**src/logic/pmcg_regs.vh**
```
// Constants for the power mode clock gating controller
`ifndef PMCG_REGS_VH
`define PMCG_REGS_VH

// Register offsets (byte addresses, one 32-bit word each)
`define PMCG_ADDR_CTRL 8'h00
`define PMCG_ADDR_SYSCTL 8'h04
`define PMCG_ADDR_STATUS 8'h08
`define PMCG_ADDR_WAKE_EN 8'h0c
`define PMCG_ADDR_WAKE_PEND 8'h10

// Control register fields
`define PMCG_CTRL_DIV_LSB 0
`define PMCG_CTRL_DIV_MSB 2
`define PMCG_CTRL_WAKE_REQ 4
`define PMCG_CTRL_STOP_REQ 5
`define PMCG_CTRL_KEEP_AWAKE 21
`define PMCG_CTRL_RESET 32'h0000_0000

// System control bits
`define PMCG_SYS_SLEEP_EXIT 1
`define PMCG_SYS_DEEP 2
`define PMCG_SYS_EVT_PEND 4

// Divider select codes: 000 is divide by 16
`define PMCG_DIV_16 3'h0
`define PMCG_DIV_8 3'h1
`define PMCG_DIV_4 3'h2
`define PMCG_DIV_2 3'h3
`define PMCG_DIV_1 3'h4
`define PMCG_DEEP_DIV 3'h0

// Operating mode codes
`define PMCG_MODE_DEBUG 4'h0
`define PMCG_MODE_RUN 4'h1
`define PMCG_MODE_SLEEP_PERIPHERALS_AWAKE 4'h2
`define PMCG_MODE_DEEP_PA 4'h3
`define PMCG_MODE_WDEEP_PA 4'h4
`define PMCG_MODE_SLEEP 4'h5
`define PMCG_MODE_DEEP 4'h6
`define PMCG_MODE_WDEEP 4'h7
`define PMCG_MODE_STOP 4'h8

// Clock enable vector bit positions
`define PMCG_CE_WAKE 0
`define PMCG_CE_TICK 1
`define PMCG_CE_BUS 2
`define PMCG_CE_PERIPH 3
`define PMCG_CE_DEBUG 4
`define PMCG_CE_W 5

// Outer generator divider select: 0 divide-by-two, 1 divide-by-128
`define PMCG_OUTER_DIV2 1'b0
`define PMCG_OUTER_DIV128 1'b1

`define PMCG_WAKE_W 16

`endif

```
**src/logic/pmcg_power_mode_clock_gating.v**
```verilog
// Operating-mode controller choosing gated clock domains and divider settings
// How it works
// - Debugger request turns every clock domain on
// - Reset enters run mode, divider divide-by-16
// - Each mode enables its own clock set
// - Sleep mode gates off the bus clock
// - Deep modes force a divide by 16
// - Wake controller enabled gives wake deep sleep
// - Enable request selects wake deep versus deep
// - Keep-awake bit 21 keeps peripheral clocks
// - Tick timer stops in deep modes
// - Wake controller records pending wake interrupts
// - Wake deep sleep without keep-awake: crystal off, outer divide 128
// - No stop mode; primary clock never gated
// - Fast clock request in modes needing PLL
// - Wake controller acknowledges enable request
// - Wake request only for enabled wake sources
// - Outer divider 128 in wake deep without keep-awake, back after wake
// - Core divider supports 1, 2, 4, 8, 16
`timescale 1ns/1ps
`default_nettype none
`include "pmcg_regs.vh"

module pmcg_power_mode_clock_gating (
	// System
	input wire clk_sys,
	input wire sys_rst,
	// Register port
	input wire [7:0] regAddr,
	input wire [31:0] regWdata,
	input wire regWrite,
	input wire regRead,
	output reg [31:0] regRdata,
	// Core sleep interface
	input wire busClockGateRequest,
	input wire debuggerClockRequest,
	input wire [`PMCG_WAKE_W-1:0] wakeEvents,
	// Outer clock generator handshake
	output reg fastClockRequest,
	input wire fastClockAcknowledge,
	// Clock enables, divider and oscillator controls
	output reg [`PMCG_CE_W-1:0] clockEnables,
	output reg [2:0] coreDividerSelect,
	output reg outerDivide128,
	output reg crystalEnable,
	output reg tickTimerRun,
	output reg wakeCtrlEnableAck,
	output reg wakeRequest,
	output reg [3:0] operatingMode
);

	reg [31:0] ctrl_q;
	reg [7:0] sysCtl_q;
	reg [`PMCG_WAKE_W-1:0] wakeEn_q;
	reg [`PMCG_WAKE_W-1:0] wakePend_q;
	reg [`PMCG_WAKE_W-1:0] wakePend_d;
	reg [3:0] mode_q;
	reg [3:0] mode_d;
	reg [`PMCG_CE_W-1:0] ceNext;
	reg [2:0] divNext;
	reg deepMode;
	reg wakeDeep;
	reg pllNeeded;
	wire keepAwake;
	wire wakeReqBit;
	wire deepSel;
	wire anyWake;

	assign keepAwake = ctrl_q[`PMCG_CTRL_KEEP_AWAKE];
	assign wakeReqBit = ctrl_q[`PMCG_CTRL_WAKE_REQ];
	assign deepSel = sysCtl_q[`PMCG_SYS_DEEP];
	// Only sources enabled in the wake controller may raise a wake request
	assign anyWake = |(wakeEvents & wakeEn_q);

	// Mode selection: the core's gate request and debug override drive it
	always @* begin
		mode_d = `PMCG_MODE_RUN;
		if (debuggerClockRequest) begin
			mode_d = `PMCG_MODE_DEBUG;
		end else if (busClockGateRequest && !anyWake) begin
			// Gate request follows the core's own sleep/wake policy
			if (!deepSel) begin
				mode_d = keepAwake ? `PMCG_MODE_SLEEP_PERIPHERALS_AWAKE : `PMCG_MODE_SLEEP;
			end else if (wakeReqBit && wakeCtrlEnableAck) begin
				mode_d = keepAwake ? `PMCG_MODE_WDEEP_PA : `PMCG_MODE_WDEEP;
			end else begin
				mode_d = keepAwake ? `PMCG_MODE_DEEP_PA : `PMCG_MODE_DEEP;
			end
		end
	end

	// Per-mode clock enables; stop is never entered, primary clock always runs
	always @* begin
		ceNext = {`PMCG_CE_W{1'b0}};
		deepMode = 1'b0;
		wakeDeep = 1'b0;
		pllNeeded = 1'b1;
		case (mode_d)
			`PMCG_MODE_DEBUG: begin
				ceNext = {`PMCG_CE_W{1'b1}};
			end
			`PMCG_MODE_RUN: begin
				ceNext[`PMCG_CE_WAKE] = 1'b1;
				ceNext[`PMCG_CE_TICK] = 1'b1;
				ceNext[`PMCG_CE_BUS] = 1'b1;
				ceNext[`PMCG_CE_PERIPH] = 1'b1;
			end
			`PMCG_MODE_SLEEP_PERIPHERALS_AWAKE: begin
				ceNext[`PMCG_CE_WAKE] = 1'b1;
				ceNext[`PMCG_CE_TICK] = 1'b1;
				ceNext[`PMCG_CE_PERIPH] = 1'b1;
			end
			`PMCG_MODE_DEEP_PA: begin
				ceNext[`PMCG_CE_WAKE] = 1'b1;
				ceNext[`PMCG_CE_TICK] = 1'b1;
				ceNext[`PMCG_CE_PERIPH] = 1'b1;
				deepMode = 1'b1;
			end
			`PMCG_MODE_WDEEP_PA: begin
				ceNext[`PMCG_CE_WAKE] = 1'b1;
				ceNext[`PMCG_CE_PERIPH] = 1'b1;
				deepMode = 1'b1;
			end
			`PMCG_MODE_SLEEP: begin
				ceNext[`PMCG_CE_WAKE] = 1'b1;
				ceNext[`PMCG_CE_TICK] = 1'b1;
			end
			`PMCG_MODE_DEEP: begin
				ceNext[`PMCG_CE_WAKE] = 1'b1;
				ceNext[`PMCG_CE_TICK] = 1'b1;
				deepMode = 1'b1;
			end
			`PMCG_MODE_WDEEP: begin
				ceNext[`PMCG_CE_WAKE] = 1'b1;
				deepMode = 1'b1;
				wakeDeep = 1'b1;
				pllNeeded = 1'b0;
			end
			default: begin
				// Stop enables nothing but is unreachable by design
				ceNext = {`PMCG_CE_W{1'b0}};
				pllNeeded = 1'b0;
			end
		endcase
	end

	// Divider: deep modes force divide-by-16 in place of the programmed select
	always @* begin
		divNext = ctrl_q[`PMCG_CTRL_DIV_MSB:`PMCG_CTRL_DIV_LSB];
		if (divNext > `PMCG_DIV_1) begin
			divNext = `PMCG_DIV_1;
		end
		if (deepMode) begin
			divNext = `PMCG_DEEP_DIV;
		end
	end

	// Pending wake interrupts are held while the interrupt controller is unclocked
	always @* begin
		wakePend_d = wakePend_q | (wakeEvents & wakeEn_q);
		if (regWrite && regAddr == `PMCG_ADDR_WAKE_PEND) begin
			// Set wins over a software clear in the same cycle
			wakePend_d = (wakePend_q & ~regWdata[`PMCG_WAKE_W-1:0]) | (wakeEvents & wakeEn_q);
		end
	end

	always @(posedge clk_sys) begin
		if (sys_rst) begin
			ctrl_q <= `PMCG_CTRL_RESET;
			sysCtl_q <= 8'h00;
			wakeEn_q <= {`PMCG_WAKE_W{1'b0}};
			wakePend_q <= {`PMCG_WAKE_W{1'b0}};
			mode_q <= `PMCG_MODE_RUN;
			clockEnables <= {`PMCG_CE_W{1'b0}};
			coreDividerSelect <= `PMCG_DIV_16;
			outerDivide128 <= `PMCG_OUTER_DIV128;
			crystalEnable <= 1'b1;
			tickTimerRun <= 1'b0;
			wakeCtrlEnableAck <= 1'b0;
			wakeRequest <= 1'b0;
			fastClockRequest <= 1'b0;
			operatingMode <= `PMCG_MODE_RUN;
			regRdata <= 32'h0000_0000;
		end else begin
			if (regWrite) begin
				case (regAddr)
					`PMCG_ADDR_CTRL: ctrl_q <= regWdata;
					`PMCG_ADDR_SYSCTL: sysCtl_q <= regWdata[7:0];
					`PMCG_ADDR_WAKE_EN: wakeEn_q <= regWdata[`PMCG_WAKE_W-1:0];
					default: ctrl_q <= ctrl_q;
				endcase
			end
			wakePend_q <= wakePend_d;
			mode_q <= mode_d;
			operatingMode <= mode_d;
			// Registered enables update on the rising edge, i.e. while the gated clock is high
			clockEnables <= ceNext;
			coreDividerSelect <= divNext;
			// The tick domain may stay enabled in deep sleep, but the timer itself must halt there
			tickTimerRun <= ceNext[`PMCG_CE_TICK] & ~deepMode;
			wakeCtrlEnableAck <= wakeReqBit;
			wakeRequest <= anyWake;
			crystalEnable <= ~wakeDeep;
			fastClockRequest <= pllNeeded;
			// Outer divider drops to /128 in wake deep sleep without keep-awake, back to /2 once the PLL is acknowledged
			if (wakeDeep) begin
				outerDivide128 <= `PMCG_OUTER_DIV128;
			end else if (fastClockRequest && fastClockAcknowledge) begin
				outerDivide128 <= `PMCG_OUTER_DIV2;
			end
			regRdata <= 32'h0000_0000;
			if (regRead) begin
				case (regAddr)
					`PMCG_ADDR_CTRL: regRdata <= ctrl_q;
					`PMCG_ADDR_SYSCTL: regRdata <= {24'h000000, sysCtl_q};
					`PMCG_ADDR_STATUS: regRdata <= {16'h0000, fastClockAcknowledge, fastClockRequest,
						wakeCtrlEnableAck, outerDivide128, mode_q, 3'h0, clockEnables};
					`PMCG_ADDR_WAKE_EN: regRdata <= {16'h0000, wakeEn_q};
					`PMCG_ADDR_WAKE_PEND: regRdata <= {16'h0000, wakePend_q};
					default: regRdata <= 32'h0000_0000;
				endcase
			end
		end
	end

endmodule // pmcg_power_mode_clock_gating
`default_nettype wire

```
**config.mk**
```make
export PLATFORM = sky130hd
export DESIGN_NAME = pmcg_power_mode_clock_gating
export DESIGN_NICKNAME = d
export VERILOG_FILES = /design/src/logic/pmcg_power_mode_clock_gating.v
export VERILOG_INCLUDE_DIRS = /design/src /design/src/logic
export SDC_FILE = /design/constraint.sdc
export NUM_CORES = 1
export LEC_CHECK = 0
export ABC_AREA = 1
export BUFFER_PORTS_ARGS = -buffer_cell sky130_fd_sc_hd__buf_4
export CORE_MARGIN = 8
export CORE_UTILIZATION = 35
export DETAILED_ROUTE_END_ITERATION = 16
export GPL_TIMING_DRIVEN = 0
export PLACE_DENSITY = 0.55
export SLEW_MARGIN = 20
export SYNTH_ARGS = -nofsm -noshare
export SYNTH_HDL_FRONTEND = slang
export SYNTH_SLANG_ARGS = --single-unit
```
**constraint.sdc**
```tcl
create_clock -name clk_sys -period 3.7 [get_ports clk_sys]
set_input_delay 0.925 -clock clk_sys [delete_from_list [all_inputs] [get_ports clk_sys]]
set_output_delay 0.925 -clock clk_sys [all_outputs]
set_load 0.02 [all_outputs]
```
### Word level (Yosys, flattened, before mapping)

Cells that the tools add are included.

| storage, ports and cells | value |
|---|---|
| bits in registers | 122 |
| output and inout bits | 50 |
| logic and storage cells | 75 |

| cells by class | value |
|---|---|
| order comparisons | 1 |
| equal/unequal tests | 11 |
| multiplexer cells | 18 |
| bitwise gates (word level) | 9 |
| reduce and logical (&&, ||, !) cells | 21 |

Operators with widths:

| cell | count |
|---|---|
| case mux 32 bit (5 select lines) | 1 |
| bitwise AND 16 bit | 2 |
| OR 16 bit | 2 |
| two-way mux 3 bit | 7 |
| == test 4 x 3 -> 1 bit, second input constant | 4 |
| == test 8 x 4 -> 1 bit, second input constant | 2 |
| two-way mux 16 bit | 1 |
| NOT 16 bit | 1 |
| OR reduction 16 bit | 1 |
| == test 4 x 2 -> 1 bit, second input constant | 2 |
| == test 8 x 3 -> 1 bit, second input constant | 1 |
| == test 8 x 5 -> 1 bit, second input constant | 1 |
| logical NOT 8 bit | 1 |
| two-way mux 1 bit | 8 |
| OR reduction 2 bit | 4 |
| OR reduction 8 bit | 1 |
| OR reduction 7 bit | 1 |
| AND reduction 2 bit | 3 |
| OR reduction 6 bit | 1 |
| OR reduction 5 bit | 1 |
| == test 4 x 1 -> 1 bit, second input constant | 1 |
| logical AND 1 bit | 4 |
| logical NOT 4 bit | 1 |
| OR reduction 4 bit | 1 |
| other kinds (6) | 8 |

### Depth between registers and ports, before layout

Gate-level depths: netlist of the first run.

| logic depth | value |
|---|---|
| word-level depth | 11 |
| mapped depth | 11 |

### Worst setup path before layout of the first run

OpenSTA, ideal clock, no wires.

| timing | value |
|---|---|
| path kind | input port to flip-flop |
| from | input port regAddr[5] |
| to | register ctrl_q[10] |
| arrival time | 1.807 ns |
| required time | 3.584 ns |
| slack | 1.777 ns |
| stages | 9 |
| path buffers | 1 |
| cells stage by stage | nor2_2 nand3_2 inv_2 nand2_4 nor2_8 inv_2 buf_2 nor2_1 nor2_1 |

| on the way | value |
|---|---|
| word-level cells in the longest chain between the ends | 2 |

RTL lines:

| element | RTL line | RTL |
|---|---|---|
| from (decl) | pmcg_power_mode_clock_gating.v:29 | `input wire [7:0] regAddr,` |
| logical NOT 8 bit | pmcg_power_mode_clock_gating.v:186 | `case (regAddr)` |
| AND reduction 2 bit (no source line) | -- |  |
| to (signal assigned) | pmcg_power_mode_clock_gating.v:169 | `` ctrl_q <= `PMCG_CTRL_RESET; `` |
| to (signal assigned) | pmcg_power_mode_clock_gating.v:187 | `` `PMCG_ADDR_CTRL: ctrl_q <= regWdata; `` |
| to (signal assigned) | pmcg_power_mode_clock_gating.v:190 | `default: ctrl_q <= ctrl_q;` |
| to (decl) | pmcg_power_mode_clock_gating.v:52 | `reg [31:0] ctrl_q;` |

No other way between the ends.
A chain may end at the register's enable or synchronous reset.

### Final worst setup path of the first run

| timing | value |
|---|---|
| from | input port regAddr[2] |
| to | register ctrl_q[12] |

The elaborated chain is that of the path after synthesis.

==> summary.md, run 1 <==
| Metric | Value |
|---|---|
| Total gr overflow | `0` |
| Iter 0 DRT Violations | `292` |
| Power, Total | `2.96 mW` |
| Slowest stage cell, crit path | `buf_2` |
| Ys Warns | `0` |
| Critical-path cell list | `buf_4 > inv_2 > nand3_2 > nor2_2 > nand2_4 > nor2_8 > inv_2 > buf_2 > nor2_1 > nor2_1` |
| Final worst path period share | `0.539` |
| Register Area | `2420 sq um` |
| Worst-Margin Slew | `0.655 ns` |
| CTS tree | `built` |
| # nets final | `799` |
| DP HPWL | `11100 um` |
| CTS buffer count | `17` |
| Dpl ws | `1.29 ns` |
| Max-slew headroom | `0.564` |
| Vias per inst | `4.71` |
| Setup ws final | `1.70 ns` |
| Footprint of the multi-input gates | `1960 sq um` |
| Starting density of the core | `0.355` |
| Port buffer count | `111` |
| Post-CTS Resized | `0` |
| Global-route wire length before repair | `23100 um` |
| Peak supply drop | `0.000264 V` |
| Setup TNS | `0 ns` |
| Crit-path max FO | `10` |
| Worst path required time | `4.00 ns` |
| Most used DFF post-synth | `dfxtp_1` |
| Post-Layout Cell Count | `921` |
| Slowest stage delay, CP | `0.24 ns` |
| Unrepaired setup endpoints after global routing | `no` |
| Final hold violation count | `0` |
| Post-synth ARST share | `0` |
| Total GRT Usage | `0.169` |
| Die W | `131 um` |
| Clk buf depth | `2` |
| Synth Instances | `604` |
| #FFs+latches synth | `121` |
| Most common cell after layout, fill and taps aside | `nand2_1` |
| Root buffer cell | `clkbuf_16` |
| Synth unique cells | `30` |
| Setup bufs post-CTS | `0` |
| CP endpoint kind | `register` |
| Pre-antenna DRT Iters | `5` |
| P&R area growth vs syn | `34.1%` |
| Number of synthesized flops with an enable pin | `0` |
| Lkg Pwr | `2.70 nW` |
| Worst-Skew Late Latency | `0.41 ns` |
| Cell area after synthesis | `4660 sq um` |
| Final setup violation count | `0` |
| Worst setup SP type | `input pin` |
| Antenna cells | `0` |
| CP arrival | `2.30 ns` |
| Die ar. | `17300 sq um` |
| Status | `finished, final reports clean` |
| Max-slew violation count | `0` |
| Power density over the cells | `473 nW/um^2` |
| CP bufs+invs | `4` |
| Largest net degree at the start of global routing | `17` |
| HP Class | `register to register` |
| Clk pin slew, worst setup/hold paths | `0.05 ns` |
| # fillers | `1329` |
| Commonest non-fill, non-tap cells in the layout | `nand2_1, nor2_1, dfxtp_1` |
| Final wirelength | `14500 um` |
| H-tree depth | `4` |
| Inst Count DP | `891` |
| Fin crit period | `2.00 ns` |
| Final Util | `0.476` |
| Share of layout cells above drive strength 1 | `0.258` |
| Core area | `13100 sq um` |
| Hold buffers post-CTS | `0` |
| Fmax | `0.501 GHz` |
| Vias | `4334` |
| Crit Path Category | `input pin to register` |
| Mapped Avg Cell Area | `7.72 sq um` |
| Fin Clk Skew | `0.00839 ns` |
| Sequential share of the synthesized area | `0.519` |
| Wire per inst | `15.8 um` |
| DRC viols | `0` |
| FP Rows | `42` |
| CP top delay family | `simple AND/OR/NAND/NOR gates` |
| Maxcap violations | `0` |
| Number of global-route vias before repair | `4483` |
| Post-route antenna net violation count | `0` |
| Sink Count | `121` |
| Initial antenna violation count | `0` |
| Post-synthesis net count | `669` |
| Num ports | `113` |
| RD Place Congestion | `0.864` |
| Die Span Y | `131 um` |
==> through the flow <==
| step | instance area, sq um | hold WS (ns) |
|---|---|---|
| after floorplan | 4660 | 0.423 |
| after global placement | 5720 | 0.435 |
| after detailed placement | 5720 | 0.435 |
| after CTS | 6250 | 0.444 |
| after global routing | 6250 | 0.461 |
| final | 6250 | 0.446 |
==> power by group <==
part / internal [mW] / total (mW) / switching (mW)
combinational: 0.0653 / 0.145 / 0.0797
clock: 0.953 / 1.49 / 0.539
sequential: 1.31 / 1.32 / 0.00720
total: 2.33 / 2.96 / 0.626
==> logic make-up (layout without fill, tap and decap cells) <==
family / after synthesis / after routing / synth area share
and+or+nand+nor: 308 / 308 / 0.273
DFF: 121 / 121 / 0.519
AOI/OAI and AO/OA: 111 / 111 / 0.140
other: 1 / 1 / 0.000804
buffers and inverters: 61 / 202 / 0.0609
adders and majority gates: 2 / 2 / 0.00536
==> worst register-to-register path: cells and delay by family (launching register included) <==
family	cells	cell delay, ns
AOI/OAI and AO/OA	2	0.44
and+or+nand+nor	4	0.41
DFF	1	0.38
adders and majority gates	1	0.28
buffers and inverters	1	0.09
==> Yosys cell counts, types with 3 or more instances <==
cell type | count | share of area
nand3_2 | 4 | 0.0086
nand2_2 | 4 | 0.0054
nor2_1 | 133 | 0.11
buf_2 | 8 | 0.0086
inv_2 | 13 | 0.010
o21ai_1 | 33 | 0.035
nor3_1 | 4 | 0.0043
a21oi_1 | 32 | 0.034
nand2_1 | 148 | 0.12
o21ai_0 | 32 | 0.034
inv_1 | 22 | 0.018
clkbuf_1 | 7 | 0.0056
buf_4 | 8 | 0.013
a41oi_2 | 7 | 0.024
nand3_1 | 4 | 0.0043
nor2_4 | 4 | 0.0097
dfxtp_1 | 121 | 0.52
a41oi_1 | 3 | 0.0056
==> area by class of cell <==
type | instances | share of cell area
sequential | 121 | 0.387
multi-input combinational | 422 | 0.313
timing repair buffer | 111 | 0.133
clock buffer | 28 | 0.0842
tap | 176 | 0.0352
buffer | 26 | 0.0244
inverter | 35 | 0.0210
clock inverter | 2 | 0.00160
==> flip-flops by register name (all words and copies together), names as in the netlist <==
name               flops
wakePend_q            16
crystalEnable          1
clockEnables           5
wakeCtrlEnableAck      1
sysCtl_q               8
fastClockRequest       1
wakeRequest            1
tickTimerRun           1
outerDivide128         1
regRdata              32
mode_q                 3
coreDividerSelect      3
wakeEn_q              16
ctrl_q                32
==> per-layer routing <==
| metal | GRT usage | routed length, um | up-vias |
|---|---|---|---|
| met5 | 0 | 0 | - |
| met2 | 0.280 | 6940 | 139 |
| met1 | 0.201 | 6590 | 1981 |
| li1 | - | - | 2198 |
| met3 | 0.0484 | 821 | 16 |
| met4 | 0.0696 | 193 | 0 |
==> worst paths after layout <==
kind	cells after the start	slack [ns]	to	startpoint
worst min-delay path	2	0.45	regRdata[27]	ctrl_q[27]
worst min register to register	2	0.45	regRdata[27]	ctrl_q[27]
worst max register to register	8	1.97	fastClockRequest	wakeCtrlEnableAck
worst max-delay path	10	1.70	ctrl_q[12]	regAddr[2]
Note: power is estimated with default switching activity, not from simulation.
==> inputs of run 2 (changes only) <==
PLACE_DENSITY = 0.57   (was 0.55)
clock period = 1.6 ns   (was 3.7 ns; I/O delays follow)
==> run 2 against run 1 <==
Critical path depth down 1. Die area unchanged. Worst setup slack worse by 1.6 ns. Clock power rose to 2.6 times the previous value. Sequential cell count unchanged. Hold slack worse by 0.24 ns. Cell area up 2.9%. Global-route usage up 0.64 points. First-iteration DRC count down 13%. Non-clock buffer count up 4. Critical endpoint is now clockEnables[3]. Largest cell class unchanged.
==> summary.md, run 2 (synthesis results as in run 1) <==
| Metric | Value |
|---|---|
| Status | `finished, final reports clean` |
| Top Registers | `ctrl_q: 32 flops, regRdata: 32 flops` |
| Flop pwr share | `0.418 (-0.029)` |
| Antenna cells | `0 (unchanged)` |
| # nets final | `803 (+0.50%)` |
| Final worst path period share | `0.954` |
| Total GRT Usage | `0.175 (+0.00640)` |
| NetSw | `1.53 mW (+140%)` |
| Net Sw Frac | `0.209 (-0.00281)` |
| Starting density of the core | `0.355 (unchanged)` |
| Critical-path cell list | `nand2_2 > nand2_2 > nor2_4 > nand2_2 > nor2_4 > nand3_2 > nand2_2 > o21ai_2 > nor2_1` |
| Fmax | `0.655 GHz` |
| Final hold violation count | `0 (unchanged)` |
| Lkg Pwr | `2.77 nW (+2.6%)` |
| Die ar. | `17300 sq um (unchanged)` |
| Hold WS | `0.209 ns (-0.236 ns)` |
| CTS tree | `built` |
| Max-slew violation count | `0 (unchanged)` |
| DP HPWL | `11000 um (-0.60%)` |
| CP top delay family | `simple AND/OR/NAND/NOR gates` |
| Share of layout cells above drive strength 1 | `0.305 (+0.0476)` |
| Crit-path max FO | `5 (-5)` |
| CP bufs+invs | `0 (-4)` |
| H-tree depth | `4 (unchanged)` |
| Initial antenna violation count | `0 (unchanged)` |
| Root buffer cell | `clkbuf_16` |
| Cell-internal power | `5.79 mW (+150%)` |
| Most used cell, CP | `nand2_2` |
| P&R area growth vs syn | `38.0%` |
| Die W | `131 um (unchanged)` |
| Commonest non-fill, non-tap cells in the layout | `nand2_1, nor2_1, buf_4` |
| Peak supply drop | `0.000684 V (+160%)` |
| Maxcap violations | `0 (unchanged)` |
| Worst path required time | `1.92 ns (-2.08 ns)` |
| Total gr overflow | `0 (unchanged)` |
| Wire per inst | `16.3 um (+3.5%)` |
| Largest net degree at the start of global routing | `17 (unchanged)` |
| Placed inst area | `5720 sq um (unchanged)` |
| DRC viols | `0 (unchanged)` |
| Worst setup SP type | `register` |
| Iter 0 DRT Violations | `253 (-13%)` |
| Core area | `13100 sq um (unchanged)` |
| Fin crit period | `1.53 ns` |
| Global-route wire length before repair | `23900 um (+3.4%)` |
| RD Place Congestion | `0.908 (+5.1%)` |
| Worst-Skew Late Latency | `0.42 ns (about the same)` |
| Pre-antenna DRT Iters | `5 (unchanged)` |
| Slowest stage delay, CP | `0.33 ns (+0.09 ns)` |
| Slowest stage cell, crit path | `dfxtp_2` |
| Power density over the cells | `1140 nW/um^2 (+140%)` |
| CP arrival | `1.84 ns (-0.46 ns)` |
| Clk pin slew, worst setup/hold paths | `0.06 ns (about the same)` |
| Crit Path Category | `register to register` |
| CTS buffer count | `17 (unchanged)` |
| HP Class | `input pin to register` |
| Fin Clk Skew | `0.00642 ns (-0.00197 ns)` |
| Unrepaired setup endpoints after global routing | `yes` |
| CP endpoint kind | `register` |
| Hold buffers post-CTS | `0 (unchanged)` |
| Most common cell after layout, fill and taps aside | `nand2_1` |
| Final Util | `0.490 (+0.0139)` |
| Power, Total | `7.31 mW (+150%)` |
| Vias | `4397 (+1.5%)` |
| Vias per inst | `4.75 (+0.91%)` |
| Clk buf depth | `2 (unchanged)` |
| Final Cell Area | `6440 sq um (+2.9%)` |
| Number of global-route vias before repair | `4478 (-0.11%)` |
| Comb pwr share | `0.048 (about the same)` |
| Final setup violation count | `0 (unchanged)` |
| Num ports | `113 (unchanged)` |
| Port buffer count | `111 (unchanged)` |
| FP Rows | `42 (unchanged)` |
| Worst-Margin Slew | `0.596 ns (-0.0581 ns)` |
| Die Span Y | `131 um (unchanged)` |
| Max-slew headroom | `0.602 (+0.0388)` |
| Sink Count | `121 (unchanged)` |
| Final wirelength | `15100 um (+4.1%)` |
| Post-route antenna net violation count | `0 (unchanged)` |
| Clock power share | `0.534 (+0.030)` |
==> run 2: power by group through the flow <==
| stage | sequential, mW | combinational, mW | clock, mW |
|---|---|---|---|
| floorplan | 3.13 | 0.0997 | 0 |
| detailed placement | 3.12 | 0.341 | 0 |
| finish | 3.06 | 0.352 | 3.91 |
| global placement | 3.12 | 0.336 | 0 |
| CTS | 3.05 | 0.345 | 3.95 |
| global route | 3.05 | 0.376 | 4.11 |
==> run 2: worst register-to-register path, stage by stage, from the launching register on <==
cell	delay [ns]
dfxtp_2	0.33
nand2_2	0.08
nand2_2	0.07
nor2_4	0.13
nand2_2	0.08
nor2_4	0.20
nand3_2	0.11
nand2_2	0.12
o21ai_2	0.08
nor2_1	0.24
==> run 2: path summary, 6_finish.rpt <==
check / endpoint / slack [ns] / cells past startpoint / start
max: clockEnables[3] / 0.07 / 9 / wakeEn_q[11]
min: mode_q[1] / 0.21 / 2 / sys_rst
max reg2reg: clockEnables[3] / 0.07 / 9 / wakeEn_q[11]
min reg2reg: regRdata[20] / 0.44 / 2 / ctrl_q[20]
==> run 2: metrics by stage <==
step                setup WS [ns]  TNS, ns  std cells
floorplan                  0.0100        0        604
global placement           -0.268   -12.79        891
detailed placement         -0.272   -15.67        891
CTS                       0.00650        0        924
global route              -0.0309  -0.0921        926
finish                     0.0744        0        926
==> run 2: cell type report <==
| cell class | count | area [sq um] |
|---|---|---|
| fill | 1272 | 6700 |
| sequential | 121 | 2430 |
| multi-input combinational | 422 | 2040 |
| timing repair buffer | 115 | 863 |
| clock buffer | 23 | 488 |
| tap | 176 | 220 |
| buffer | 26 | 153 |
| inverter | 35 | 131 |
| clock inverter | 8 | 118 |
==> run 2: routing by layer <==
metal  track usage  part of all wire  up-vias
met3        0.0511             0.062       20
met1         0.219              0.46     2034
met4        0.0670             0.014        0
met2         0.280              0.47      146
met5             0                 0        -
li1              -                 -     2197
==> run 2: timing repair <==
action | 4_1_cts | 5_1_grt
buffers inserted | 2 | 2
gates resized for setup | 1 | 31
setup endpoints to repair | 7 | 12
pin swaps | 3 | 13
